<file path="src/hw/fault_status_consts.vh">
// Register map, field positions and clear codes of the fault status bank.
// Assumes a 32-bit APB slave with one aligned word per register.
`ifndef FAULT_STATUS_CONSTS_VH
`define FAULT_STATUS_CONSTS_VH

// Printed register indexes; byte address is four times the index
`define IDX_FAULT_SUMMARY      9'h080
`define IDX_CELL_OVER          9'h081
`define IDX_CELL_UNDER         9'h082
`define IDX_OPEN_WIRE          9'h083
`define IDX_GENERAL_FAULT      9'h085
`define IDX_OVERRIDE_CMD       9'h0f0
`define IDX_DETECT_STATUS      9'h0f1
`define IDX_IRQ_STATUS         9'h0f2
`define IDX_IRQ_MASK           9'h0f3

// Summary field positions
`define BIT_VSS_OPEN           9
`define BIT_CHECKSUM           10
`define BIT_REFERENCE          11
`define BIT_REGULATOR          12
`define BIT_TEMP_MUX           13
`define BIT_CELL_MUX           14
`define BIT_DIE_TEMP           15

// General fault field positions
`define BIT_NONVOL_PARITY      2
`define BIT_PAGE_ONE_PARITY    3

// Clear codes
`define CLR_VSS_OPEN           16'h0200
`define CLR_REFERENCE          16'h0800
`define CLR_REGULATOR          16'h1000
`define CLR_TEMP_MUX           16'h2000
`define CLR_CELL_MUX           16'h4000
`define CLR_DIE_TEMP           16'h8000
`define CLR_ALL                16'hffff
`define CLR_GENERAL            16'h000f

// Field masks and reset values
`define CELL_MASK              16'h3fff
`define OPEN_WIRE_MASK         16'h7fff
`define GENERAL_MASK           16'h000f
`define SUMMARY_WR_MASK        16'hfa00
`define FAULT_RESET            16'h0000

// Interrupt status bits
`define IRQ_SUMMARY            0
`define IRQ_OVER               1
`define IRQ_UNDER              2
`define IRQ_OPEN_WIRE          3
`define IRQ_GENERAL            4
`define IRQ_WIDTH              5

`endif

</file>
<file path="src/hw/fault_status_registers.v">
// Fault flag bank: summary, per-cell over/undervoltage, open-wire and general fault registers.
// Assumes detector inputs are synchronous to clk_sys_in and APB master from the same clock.
// Summary of operation
// - Ground-sense open wire sets vss_open_fault; write 0x200 or all ones clears it.
// - checksum_error is the OR of both parity flags; summary writes never touch it.
// - Reference out of range sets flag; 0x0800 or all ones clears; direct write sets.
// - Regulator out of power-good sets flag; 0x1000 or all ones clears; direct write sets.
// - Temperature mux self-test fault sets flag; 0x2000 or all ones clears it.
// - Cell mux self-test fault sets flag; 0x4000 or all ones clears it.
// - Die over warning threshold sets flag; 0x8000 or all ones clears it.
// - Overvoltage cells 14..1 sit in bits 13..0, upper bits reserved, reset zero.
// - Writing all ones to a per-cell register clears every flag whose detector is low.
// - Override command then write replaces the register contents with written data.
// - Overvoltage clear leaves totalizer alone, so next bad sample sets flag again.
// - Undervoltage register holds 14 cell flags in bits 13..0, reset zero.
// - Undervoltage clear leaves totalizer alone; flag sets again on next bad sample.
//
// Design decision made here: the APB register port.
`timescale 1ns/100ps
`include "fault_status_consts.vh"

// ---------------------------------------------------------------
// Register map (word index, byte address is four times the index)
// ---------------------------------------------------------------
// 0x080 fault summary: bits 9, 11..15 flags, bit 10 checksum, bits 8..0 read zero
// 0x081 cell overvoltage flags: bits 13..0
// 0x082 cell undervoltage flags: bits 13..0
// 0x083 open-wire flags: bits 14..0
// 0x085 general fault: bits 3..0, cleared by writing 0x000f
// 0x0f0 override command: bit 0 arms a direct overwrite of the next fault write
// 0x0f1 detect status: one bit per register that holds any set flag
// 0x0f2 interrupt status: write one to clear, set wins over clear
// 0x0f3 interrupt mask: same layout as the interrupt status
//
// Every access takes one wait state; pready is a one-cycle pulse.
// Unmapped addresses answer with pslverr and have no effect.

module fault_status_registers #(
  parameter CELLS = 14
) (
  input  wire        clk_sys_in,
  input  wire        arst_n_in,
  input  wire        psel_in,
  input  wire        penable_in,
  input  wire        pwrite_in,
  input  wire [11:0] paddr_in,
  input  wire [31:0] pwdata_in,
  input  wire [3:0]  pstrb_in,
  output reg  [31:0] prdata_out,
  output reg         pready_out,
  output reg         pslverr_out,
  input  wire        vss_open_det_in,
  input  wire        reference_det_in,
  input  wire        regulator_det_in,
  input  wire        temp_mux_det_in,
  input  wire        cell_mux_det_in,
  input  wire        die_temp_det_in,
  input  wire [13:0] cell_over_det_in,
  input  wire [13:0] cell_under_det_in,
  input  wire [14:0] open_wire_det_in,
  input  wire [1:0]  general_det_in,
  input  wire        nonvol_parity_det_in,
  input  wire        page_one_parity_det_in,
  output reg         fault_active_out,
  output reg         irq_out
);

  // ---------------------------------------------------------------
  // Reset synchroniser
  // ---------------------------------------------------------------
  reg rst_meta;
  reg rst_n;
  always @(posedge clk_sys_in or negedge arst_n_in) begin
    if (!arst_n_in) begin
      rst_meta <= 1'b0;
      rst_n    <= 1'b0;
    end else begin
      rst_meta <= 1'b1;
      rst_n    <= rst_meta;
    end
  end

  // ---------------------------------------------------------------
  // APB decode
  // ---------------------------------------------------------------
  function is_idx;
    input [11:0] addr;
    input [8:0]  idx;
    begin
      is_idx = (addr[1:0] == 2'b00) && (addr[11:2] == {1'b0, idx});
    end
  endfunction

  wire        access   = psel_in && penable_in && !pready_out;
  wire        wr       = access && pwrite_in && (pstrb_in[1:0] == 2'b11);
  wire [15:0] wdata    = pwdata_in[15:0];
  wire        wr_sum   = wr && is_idx(paddr_in, `IDX_FAULT_SUMMARY);
  wire        wr_over  = wr && is_idx(paddr_in, `IDX_CELL_OVER);
  wire        wr_under = wr && is_idx(paddr_in, `IDX_CELL_UNDER);
  wire        wr_open  = wr && is_idx(paddr_in, `IDX_OPEN_WIRE);
  wire        wr_gen   = wr && is_idx(paddr_in, `IDX_GENERAL_FAULT);
  wire        wr_ovr   = wr && is_idx(paddr_in, `IDX_OVERRIDE_CMD);
  wire        wr_ist   = wr && is_idx(paddr_in, `IDX_IRQ_STATUS);
  wire        wr_imsk  = wr && is_idx(paddr_in, `IDX_IRQ_MASK);
  wire        mapped   = is_idx(paddr_in, `IDX_FAULT_SUMMARY) || is_idx(paddr_in, `IDX_CELL_OVER) ||
                         is_idx(paddr_in, `IDX_CELL_UNDER) || is_idx(paddr_in, `IDX_OPEN_WIRE) ||
                         is_idx(paddr_in, `IDX_GENERAL_FAULT) || is_idx(paddr_in, `IDX_OVERRIDE_CMD) ||
                         is_idx(paddr_in, `IDX_DETECT_STATUS) || is_idx(paddr_in, `IDX_IRQ_STATUS) ||
                         is_idx(paddr_in, `IDX_IRQ_MASK);

  // ---------------------------------------------------------------
  // Override arming: one command arms the next fault-register write
  // ---------------------------------------------------------------
  // Writes to other registers leave the arming in place, so the
  // host may touch the interrupt registers between the two steps.
  reg  override_armed;
  wire fault_wr   = wr_sum || wr_over || wr_under || wr_open || wr_gen;
  wire direct_wr  = override_armed;
  always @(posedge clk_sys_in or negedge rst_n) begin
    if (!rst_n) begin
      override_armed <= 1'b0;
    end else if (wr_ovr) begin
      override_armed <= wdata[0];
    end else if (fault_wr) begin
      override_armed <= 1'b0;
    end
  end

  // ---------------------------------------------------------------
  // Write-clear helper: next value of a detector-set flag field
  // ---------------------------------------------------------------
  // A detector that is still high wins over a clear in the same
  // cycle; no totalizer filtering is modelled here.
  function [15:0] next_field;
    input [15:0] cur;
    input [15:0] det;
    input        we;
    input        direct;
    input [15:0] data;
    input [15:0] mask;
    reg   [15:0] base;
    begin
      base = cur;
      if (we && direct) begin
        base = data;
      end else if (we && (data == `CLR_ALL)) begin
        base = 16'h0000;
      end
      next_field = (base | det) & mask;
    end
  endfunction

  // ---------------------------------------------------------------
  // Per-cell, open-wire and general fault registers
  // ---------------------------------------------------------------
  reg [15:0] cell_overvoltage_flags;
  reg [15:0] cell_undervoltage_flags;
  reg [15:0] open_wire_flags;
  reg [15:0] general_fault;
  wire [15:0] gen_det = {12'h000, page_one_parity_det_in, nonvol_parity_det_in, general_det_in};
  wire        gen_clr = wr_gen && !direct_wr && (wdata == `CLR_GENERAL);

  always @(posedge clk_sys_in or negedge rst_n) begin
    if (!rst_n) begin
      cell_overvoltage_flags  <= `FAULT_RESET;
      cell_undervoltage_flags <= `FAULT_RESET;
      open_wire_flags         <= `FAULT_RESET;
      general_fault           <= `FAULT_RESET;
    end else begin
      cell_overvoltage_flags  <= next_field(cell_overvoltage_flags, {2'b00, cell_over_det_in}, wr_over,
                                            direct_wr, wdata, `CELL_MASK);
      cell_undervoltage_flags <= next_field(cell_undervoltage_flags, {2'b00, cell_under_det_in}, wr_under,
                                            direct_wr, wdata, `CELL_MASK);
      open_wire_flags         <= next_field(open_wire_flags, {1'b0, open_wire_det_in}, wr_open,
                                            direct_wr, wdata, `OPEN_WIRE_MASK);
      general_fault           <= next_field(general_fault, gen_det, wr_gen || gen_clr, direct_wr,
                                            gen_clr ? `CLR_ALL : wdata, `GENERAL_MASK);
    end
  end

  // ---------------------------------------------------------------
  // Summary register upper fields
  // ---------------------------------------------------------------
  reg  [15:0] summary_flags;
  wire [15:0] sum_det;
  wire [15:0] sum_clr_codes [0:5];
  wire [15:0] sum_clr;
  assign sum_det[8:0]               = 9'h000;
  assign sum_det[`BIT_VSS_OPEN]     = vss_open_det_in;
  assign sum_det[`BIT_CHECKSUM]     = 1'b0;
  assign sum_det[`BIT_REFERENCE]    = reference_det_in;
  assign sum_det[`BIT_REGULATOR]    = regulator_det_in;
  assign sum_det[`BIT_TEMP_MUX]     = temp_mux_det_in;
  assign sum_det[`BIT_CELL_MUX]     = cell_mux_det_in;
  assign sum_det[`BIT_DIE_TEMP]     = die_temp_det_in;
  assign sum_clr_codes[0] = `CLR_VSS_OPEN;
  assign sum_clr_codes[1] = `CLR_REFERENCE;
  assign sum_clr_codes[2] = `CLR_REGULATOR;
  assign sum_clr_codes[3] = `CLR_TEMP_MUX;
  assign sum_clr_codes[4] = `CLR_CELL_MUX;
  assign sum_clr_codes[5] = `CLR_DIE_TEMP;

  // Each flag clears only on its own code or all ones
  wire [5:0] sum_clr_codes_hit;
  genvar gi;
  generate
    for (gi = 0; gi < 6; gi = gi + 1) begin : g_sum_clr
      assign sum_clr_codes_hit[gi] = (wdata == sum_clr_codes[gi]) || (wdata == `CLR_ALL);
    end
  endgenerate

  // Checksum position never takes a clear; it follows the general register
  assign sum_clr = {sum_clr_codes_hit[5], sum_clr_codes_hit[4], sum_clr_codes_hit[3], sum_clr_codes_hit[2],
                    sum_clr_codes_hit[1], 1'b0, sum_clr_codes_hit[0], 9'h000};

  always @(posedge clk_sys_in or negedge rst_n) begin
    if (!rst_n) begin
      summary_flags <= `FAULT_RESET;
    end else if (wr_sum && direct_wr) begin
      summary_flags <= ((wdata & `SUMMARY_WR_MASK) | sum_det);
    end else if (wr_sum) begin
      summary_flags <= ((summary_flags & ~sum_clr) | sum_det) & `SUMMARY_WR_MASK;
    end else begin
      summary_flags <= (summary_flags | sum_det) & `SUMMARY_WR_MASK;
    end
  end

  wire checksum_error = general_fault[`BIT_NONVOL_PARITY] | general_fault[`BIT_PAGE_ONE_PARITY];
  wire [15:0] fault_summary = summary_flags | ({15'h0000, checksum_error} << `BIT_CHECKSUM);

  // ---------------------------------------------------------------
  // Interrupt status (write one to clear) and mask
  // ---------------------------------------------------------------
  // Status bits catch the rise of each register-nonzero term; the
  // output uses the next status and mask so it agrees with them.
  reg  [`IRQ_WIDTH-1:0] irq_status;
  reg  [`IRQ_WIDTH-1:0] irq_mask;
  reg  [`IRQ_WIDTH-1:0] prev_any;
  wire [`IRQ_WIDTH-1:0] cur_any = {|general_fault, |open_wire_flags, |cell_undervoltage_flags,
                                   |cell_overvoltage_flags, |fault_summary};
  wire [`IRQ_WIDTH-1:0] irq_event = cur_any & ~prev_any;
  wire [`IRQ_WIDTH-1:0] irq_wclr  = wr_ist ? wdata[`IRQ_WIDTH-1:0] : {`IRQ_WIDTH{1'b0}};

  always @(posedge clk_sys_in or negedge rst_n) begin
    if (!rst_n) begin
      irq_status       <= {`IRQ_WIDTH{1'b0}};
      irq_mask         <= {`IRQ_WIDTH{1'b0}};
      prev_any         <= {`IRQ_WIDTH{1'b0}};
      fault_active_out <= 1'b0;
      irq_out          <= 1'b0;
    end else begin
      prev_any         <= cur_any;
      irq_status       <= (irq_status & ~irq_wclr) | irq_event;
      fault_active_out <= |cur_any;
      irq_out          <= |(((irq_status & ~irq_wclr) | irq_event) & (wr_imsk ? wdata[`IRQ_WIDTH-1:0] : irq_mask));
      if (wr_imsk) begin
        irq_mask <= wdata[`IRQ_WIDTH-1:0];
      end
    end
  end

  // ---------------------------------------------------------------
  // APB response: one wait state in the access phase, pready for one cycle
  // ---------------------------------------------------------------
  reg [15:0] rd_mux;
  always @* begin
    rd_mux = 16'h0000;
    if (is_idx(paddr_in, `IDX_FAULT_SUMMARY)) begin
      rd_mux = fault_summary;
    end else if (is_idx(paddr_in, `IDX_CELL_OVER)) begin
      rd_mux = cell_overvoltage_flags;
    end else if (is_idx(paddr_in, `IDX_CELL_UNDER)) begin
      rd_mux = cell_undervoltage_flags;
    end else if (is_idx(paddr_in, `IDX_OPEN_WIRE)) begin
      rd_mux = open_wire_flags;
    end else if (is_idx(paddr_in, `IDX_GENERAL_FAULT)) begin
      rd_mux = general_fault;
    end else if (is_idx(paddr_in, `IDX_OVERRIDE_CMD)) begin
      rd_mux = {15'h0000, override_armed};
    end else if (is_idx(paddr_in, `IDX_DETECT_STATUS)) begin
      rd_mux = {11'h000, cur_any};
    end else if (is_idx(paddr_in, `IDX_IRQ_STATUS)) begin
      rd_mux = {11'h000, irq_status};
    end else if (is_idx(paddr_in, `IDX_IRQ_MASK)) begin
      rd_mux = {11'h000, irq_mask};
    end
  end

  always @(posedge clk_sys_in or negedge rst_n) begin
    if (!rst_n) begin
      prdata_out  <= 32'h0000_0000;
      pready_out  <= 1'b0;
      pslverr_out <= 1'b0;
    end else if (psel_in && penable_in && !pready_out) begin
      pready_out  <= 1'b1;
      pslverr_out <= !mapped;
      prdata_out  <= pwrite_in ? 32'h0000_0000 : {16'h0000, rd_mux};
    end else begin
      pready_out  <= 1'b0;
      pslverr_out <= 1'b0;
    end
  end

endmodule

</file>
<file path="config.mk">
export PLATFORM = sky130hd
export DESIGN_NAME = fault_status_registers
export DESIGN_NICKNAME = d
export VERILOG_FILES = /design/src/hw/fault_status_registers.v
export VERILOG_INCLUDE_DIRS = /design/src /design/src/hw
export SDC_FILE = /design/constraint.sdc
export NUM_CORES = 1
export LEC_CHECK = 0
export BUFFER_PORTS_ARGS = -buffer_cell sky130_fd_sc_hd__buf_2
export CORE_ASPECT_RATIO = 0.8
export CORE_MARGIN = 2
export CORE_UTILIZATION = 30
export DETAILED_ROUTE_END_ITERATION = 12
export GPL_TIMING_DRIVEN = 0
export PLACE_DENSITY = 0.5
export SYNTH_ARGS = -nofsm -noshare
export SYNTH_HDL_FRONTEND = slang
export SYNTH_SLANG_ARGS = --single-unit
</file>
<file path="constraint.sdc">
create_clock -name clk_sys_in -period 5.9 [get_ports clk_sys_in]
set_clock_uncertainty 0.05 [all_clocks]
set_input_delay 0.59 -clock clk_sys_in [delete_from_list [all_inputs] [get_ports clk_sys_in]]
set_output_delay 0.59 -clock clk_sys_in [all_outputs]
set_load 0.1 [all_outputs]
</file>
# --- Yosys cells after proc, flatten, opt, wreduce, memory -nomap -nowiden ---
# Index checks and enable logic that the tools add are counted.
word_totals:
  out_inout_bits: 36
  input_bits: 106
  ff_bits: 117
classes:
  n_reduce_logical: 63
  mux: 27
  bitwise_logic: 17
  n_eq_ne: 19
ops:
  columns: ["cell", "count"]
  rows:
  - ["$eq A10 B8 Y1 const B", 9]
  - ["$mux W16", 5]
  - ["$mux W15", 5]
  - ["$reduce_or A63 Y1", 1]
  - ["$mux W14", 4]
  - ["$eq A16 B16 Y1 const B", 3]
  - ["$or A16 B16 Y16", 3]
  - ["$mux W5", 7]
  - ["$logic_and A1 B1 Y1", 32]
  - ["$or A14 B14 Y14", 2]
  - ["$reduce_or A14 Y1", 2]
  - ["$logic_or A1 B1 Y1", 19]
  - ["$and A16 B16 Y16", 1]
  - ["$eq A16 B10 Y1 const B", 1]
  - ["$eq A16 B12 Y1 const B", 1]
  - ["$eq A16 B13 Y1 const B", 1]
  - ["$eq A16 B14 Y1 const B", 1]
  - ["$eq A16 B15 Y1 const B", 1]
  - ["$eq A16 B4 Y1 const B", 1]
  - ["$not A16 Y16", 1]
  - ["$or A16 B11 Y16", 1]
  - ["$reduce_or A16 Y1", 1]
  - ["$and A5 B5 Y5", 3]
  - ["$or A15 B15 Y15", 1]
  - ["13 further kinds", 20]

# --- Logic depth before layout (Yosys ltp) ---
depth:
  ltp_word: 13
  mapped_depth: 9

# --- Worst setup path after synthesis ---
# Ideal clock, no wire load.
synth_timing:
  kind: "reg-to-reg"
  start: "register pready_out"
  end: "register cell_undervoltage_flags[3]"
  stages_incl_launch_ff: 8
  setup_slack_ns: 3.261
  t_arrival_ns: 2.463
  cell_sequence: "dfrtp_1 nand3b_1 clkbuf_1 or2_2 nor2_2 nand2_1 clkbuf_1 a221o_1"
synth_via:
  elab_chain_cells: 9
  word_cells_on_any_way: 10
  classes_between: "mux: 2; bitwise: 1; reduce/logical: 7"
synth_lines:
  columns: ["element", "line_no", "rtl"]
  rows:
  - ["from (decl)", "fault_status_registers.v:50", "output reg pready_out,"]
  - ["from (signal assigned)", "fault_status_registers.v:292", "pready_out <= 1'b0;"]
  - ["from (signal assigned)", "fault_status_registers.v:295", "pready_out <= 1'b1;"]
  - ["from (signal assigned)", "fault_status_registers.v:299", "pready_out <= 1'b0;"]
  - ["$logic_not A1 Y1 (*)", "fault_status_registers.v:94", "wire access = psel_in && penable_in && !pready_out;"]
  - ["$logic_and A1 B1 Y1 (*)", "fault_status_registers.v:94", null]
  - ["$logic_and A1 B1 Y1 (*) (2 in a row)", "fault_status_registers.v:95", "wire wr = access && pwrite_in && (pstrb_in[1:0] == 2'b11);"]
  - ["$logic_and A1 B1 Y1 (*)", "fault_status_registers.v:99", "wire wr_under = wr && is_idx(paddr_in, `IDX_CELL_UNDER);"]
  - ["$logic_and A1 B1 Y1", "fault_status_registers.v:146", "end else if (we && (data == `CLR_ALL)) begin"]
  - ["$mux W14", "fault_status_registers.v:146", null]
  - ["$mux W14 (*)", "fault_status_registers.v:144", "if (we && direct) begin"]
  - ["$or A14 B14 Y14 (*)", "fault_status_registers.v:149", "next_field = (base | det) & mask;"]
  - ["to (signal assigned)", "fault_status_registers.v:166", "cell_undervoltage_flags <= `FAULT_RESET;"]
  - ["to (signal assigned)", "fault_status_registers.v:172", "cell_undervoltage_flags <= next_field(cell_undervoltage_flags, {2'b00, cell_under_det_in}, wr_under,"]
  - ["to (decl)", "fault_status_registers.v:157", "reg [15:0] cell_undervoltage_flags;"]
# Every way passes the cells marked *; elsewhere a longest branch is shown, timed or not.
# A chain may end at the register's enable or synchronous reset.

# --- Worst setup path after layout ---
layout_timing:
  start: "input pwdata_in[1]"
  end: "register cell_undervoltage_flags[6]"
layout_via:
  elab_chain_cells: 5
layout_lines:
  columns: ["element", "line_no", "rtl"]
  rows:
  - ["from (decl)", "fault_status_registers.v:47", "input wire [31:0] pwdata_in,"]
  - ["$eq A16 B16 Y1 (no source line)", null, null]
  - ["$logic_and A1 B1 Y1", "fault_status_registers.v:146", null]
  - ["$mux W14", "fault_status_registers.v:146", null]
  - ["$mux W14", "fault_status_registers.v:144", null]
  - ["$or A14 B14 Y14", "fault_status_registers.v:149", null]
# Every way passes these cells.

==> qor.yml <==
status: "complete, no violations"
overflow: 0
antenna_found_initial: 0
drv_cap: 0
num-fill-cells: 1520
postSynthAreaPerCell_um2: 10.7
post-dp-hpwl_mm: 12.8
start_util_pct: 30.9
synth-seq-area-share_pct: 48.6
rows: 40
final_cell_mix: "111 x buf_2, 90 x dfrtp_1, 50 x a221o_1, 28 x nand2_1, 22 x nor2_1"
end_kind: "flip-flop"
finalNetCount: 672
die_w_um: 144
layout_min_cycle_time_ns: 2.83
io_buffers: 100
cts_buffers: 9
initialDrtViolationCount: 305
fin_util_pct: 38.7
ys.warnings.count: 0
num_io_pins: 142
cts_tree: "built"
async_flop_share_pct: 100
fin_tns_setup_ns: 0
grt_max_degree: 48
synth_edf_count: 0
htree_num_levels: 3
dieHeight_um: 116
cts_root_buf: "clkbuf_16"
area_growth_pct: 25.3
netlist_area_um2: 4680
hold_viol: 0
grt_pass1_wl_mm: 25.0
leakagePower_nw: 2.43
first_global_vias: 4160
slew_headroom_pct: 44.4
dieArea_um2: 16600
synth_cells: 438
totalWireLength_mm: 16.9
start_kind: "input port"
dp.cells: 764
hold_class: "reg2async"
drtAntennaViolNets: 0
rsz0062_at_grt: "false"
insertedDiodeCount: 0
synth_ff_type: "dfrtp_1"
critPathKind: "in2reg"
ys_ff_latch: 91
drive_gt1_share_pct: 30.3
worstPathArrival_ns: 3.00
critPathRequiredTime_ns: 6.07
firstDrtPassIters: 5
grtUsageTotal_pct: 20.4
yosysUniqueCellTypes: 63
ir_drop_mv: 0.129
vias: 4265
clk_pin_slew_ns: 0.07
clkSinkCount: 91
routedWlPerCell_um: 21.7
clock_path_buffers: 2
path_max_fanout: 10
worst_pin_slew_ns: 0.833
power_density_nw_per_um2: 243
remaining_drc_errors: 0
final_common_cell: "buf_2"
gp_congestion: 0.907
vias_per_cell: 5.46
max_freq_mhz: 354
fin_cells: 781
clkLatencyLatePin_ns: 0.35
setup_viol: 0
core_area_um2: 15200
final_max_slew_viol_count: 0
period_share_pct: 47.9
-- cell type report --
type / instances / area [um2] / area share [%]
repair buffers: 102 / 538 / 9.17
multi-input cells: 300 / 2120 / 36.2
flip-flops and latches: 91 / 2280 / 38.9
plain buffers: 48 / 285 / 4.86
inverters: 14 / 52.6 / 0.895
well taps: 210 / 263 / 4.48
clock buffers: 9 / 225 / 3.84
clock inverters: 7 / 100 / 1.71
-- power by group --
group          internal (mW)  switching, mW  leakage [nW]
combinational         0.0417          0.111          1.34
sequential             0.625        0.00640         0.935
clock                  0.375          0.267         0.154
total                   1.04          0.384          2.43
-- per-stage QoR --
step           area (um2)  total power [mW]  setup WS (ns)  hold WS [ns]
2_1_floorplan        4740             0.735           3.13         0.244
3_3_place_gp         5500             0.793           1.97         0.286
3_5_place_dp         5530             0.795           2.78         0.289
4_1_cts              5870              1.44           3.12         0.305
5_1_grt              5870              1.47           2.94         0.322
6_report             5870              1.43           3.07         0.292
-- routing by layer --
layer	part of all wire (%)	GRT usage (%)
met1	48	30.8
met2	44	30.6
met3	7.7	4.01
met4	0.76	4.18
met5	0	0
-- critical path: stages --
cell and delay, ns:
clkbuf_1 0.40, nand4_1 0.20, nor4_1 0.30, nor2_1 0.21
nor2_2 0.28, nand2_1 0.19, clkbuf_1 0.37, a221o_1 0.45
-- sequential cells by signal, summed over array words and instances (netlist names), 4 cells and up --
| name | flops |
|---|---|
| open_wire_flags | 15 |
| cell_undervoltage_flags | 14 |
| summary_flags | 6 |
| irq_mask | 5 |
| cell_overvoltage_flags | 14 |
| prev_any | 5 |
| general_fault | 4 |
| irq_status | 5 |
| prdata_out | 16 |
-- path summary, 6_finish.rpt --
check,from,endpoint,slack [ns],cells past startpoint
setup / recovery,pwdata_in[1],cell_undervoltage_flags[6],3.07,8
hold / removal,rst_n,general_fault[3],0.29,0
setup reg to reg,pready_out,cell_undervoltage_flags[6],3.21,7
hold reg to reg,rst_n,general_fault[3],0.29,0
max in group asynchronous,rst_n,fault_active_out,4.85,1
min in group clk_sys_in,rst_meta,rst_n,0.30,0
-- cell families after synthesis --
logic type             count (synthesis)  share of synthesized area [%]
AND/OR/NAND/NOR                      143                           18.2
other                                  2                          0.160
AO/OA/AOI/OAI                        125                           21.9
buffers and inverters                 62                           7.21
flip-flops                            91                           48.6
multiplexers                          15                           3.82
-- cell usage after synthesis, types with 3 or more instances --
library cell   n  area [um2]
clkbuf_1      12        45.0
inv_1         14        52.6
nor2_1        22        82.6
and3_1         7        43.8
nor2b_1        7        43.8
or4_1          3        22.5
a32o_1         5        50.1
a21oi_1       15        75.1
a222oi_1       4        40.0
nand3_1        9        45.0
nor4_1        17         106
a21o_1         3        22.5
buf_4         19         143
a22oi_1        5        37.5
mux2_2         5        56.3
mux2i_1        7        70.1
a221oi_1       3        26.3
dfrtp_1       91        2280
nand2_1       28         105
a221o_1       50         500
and2_1         4        25.0
buf_2         11        55.1
nand2b_1       8        50.1
nor3_1         5        25.0
a2bb2oi_1      3        26.3
o21ai_0       17        85.1
nand4_1       13        81.3
-- what timing repair did --
item,in CTS,in global routing
resized for setup,0,0
hold endpoints to repair,2,0
buffers inserted,0,0
hold buffers,1,0
Note: power is estimated with default switching activity, not from simulation.
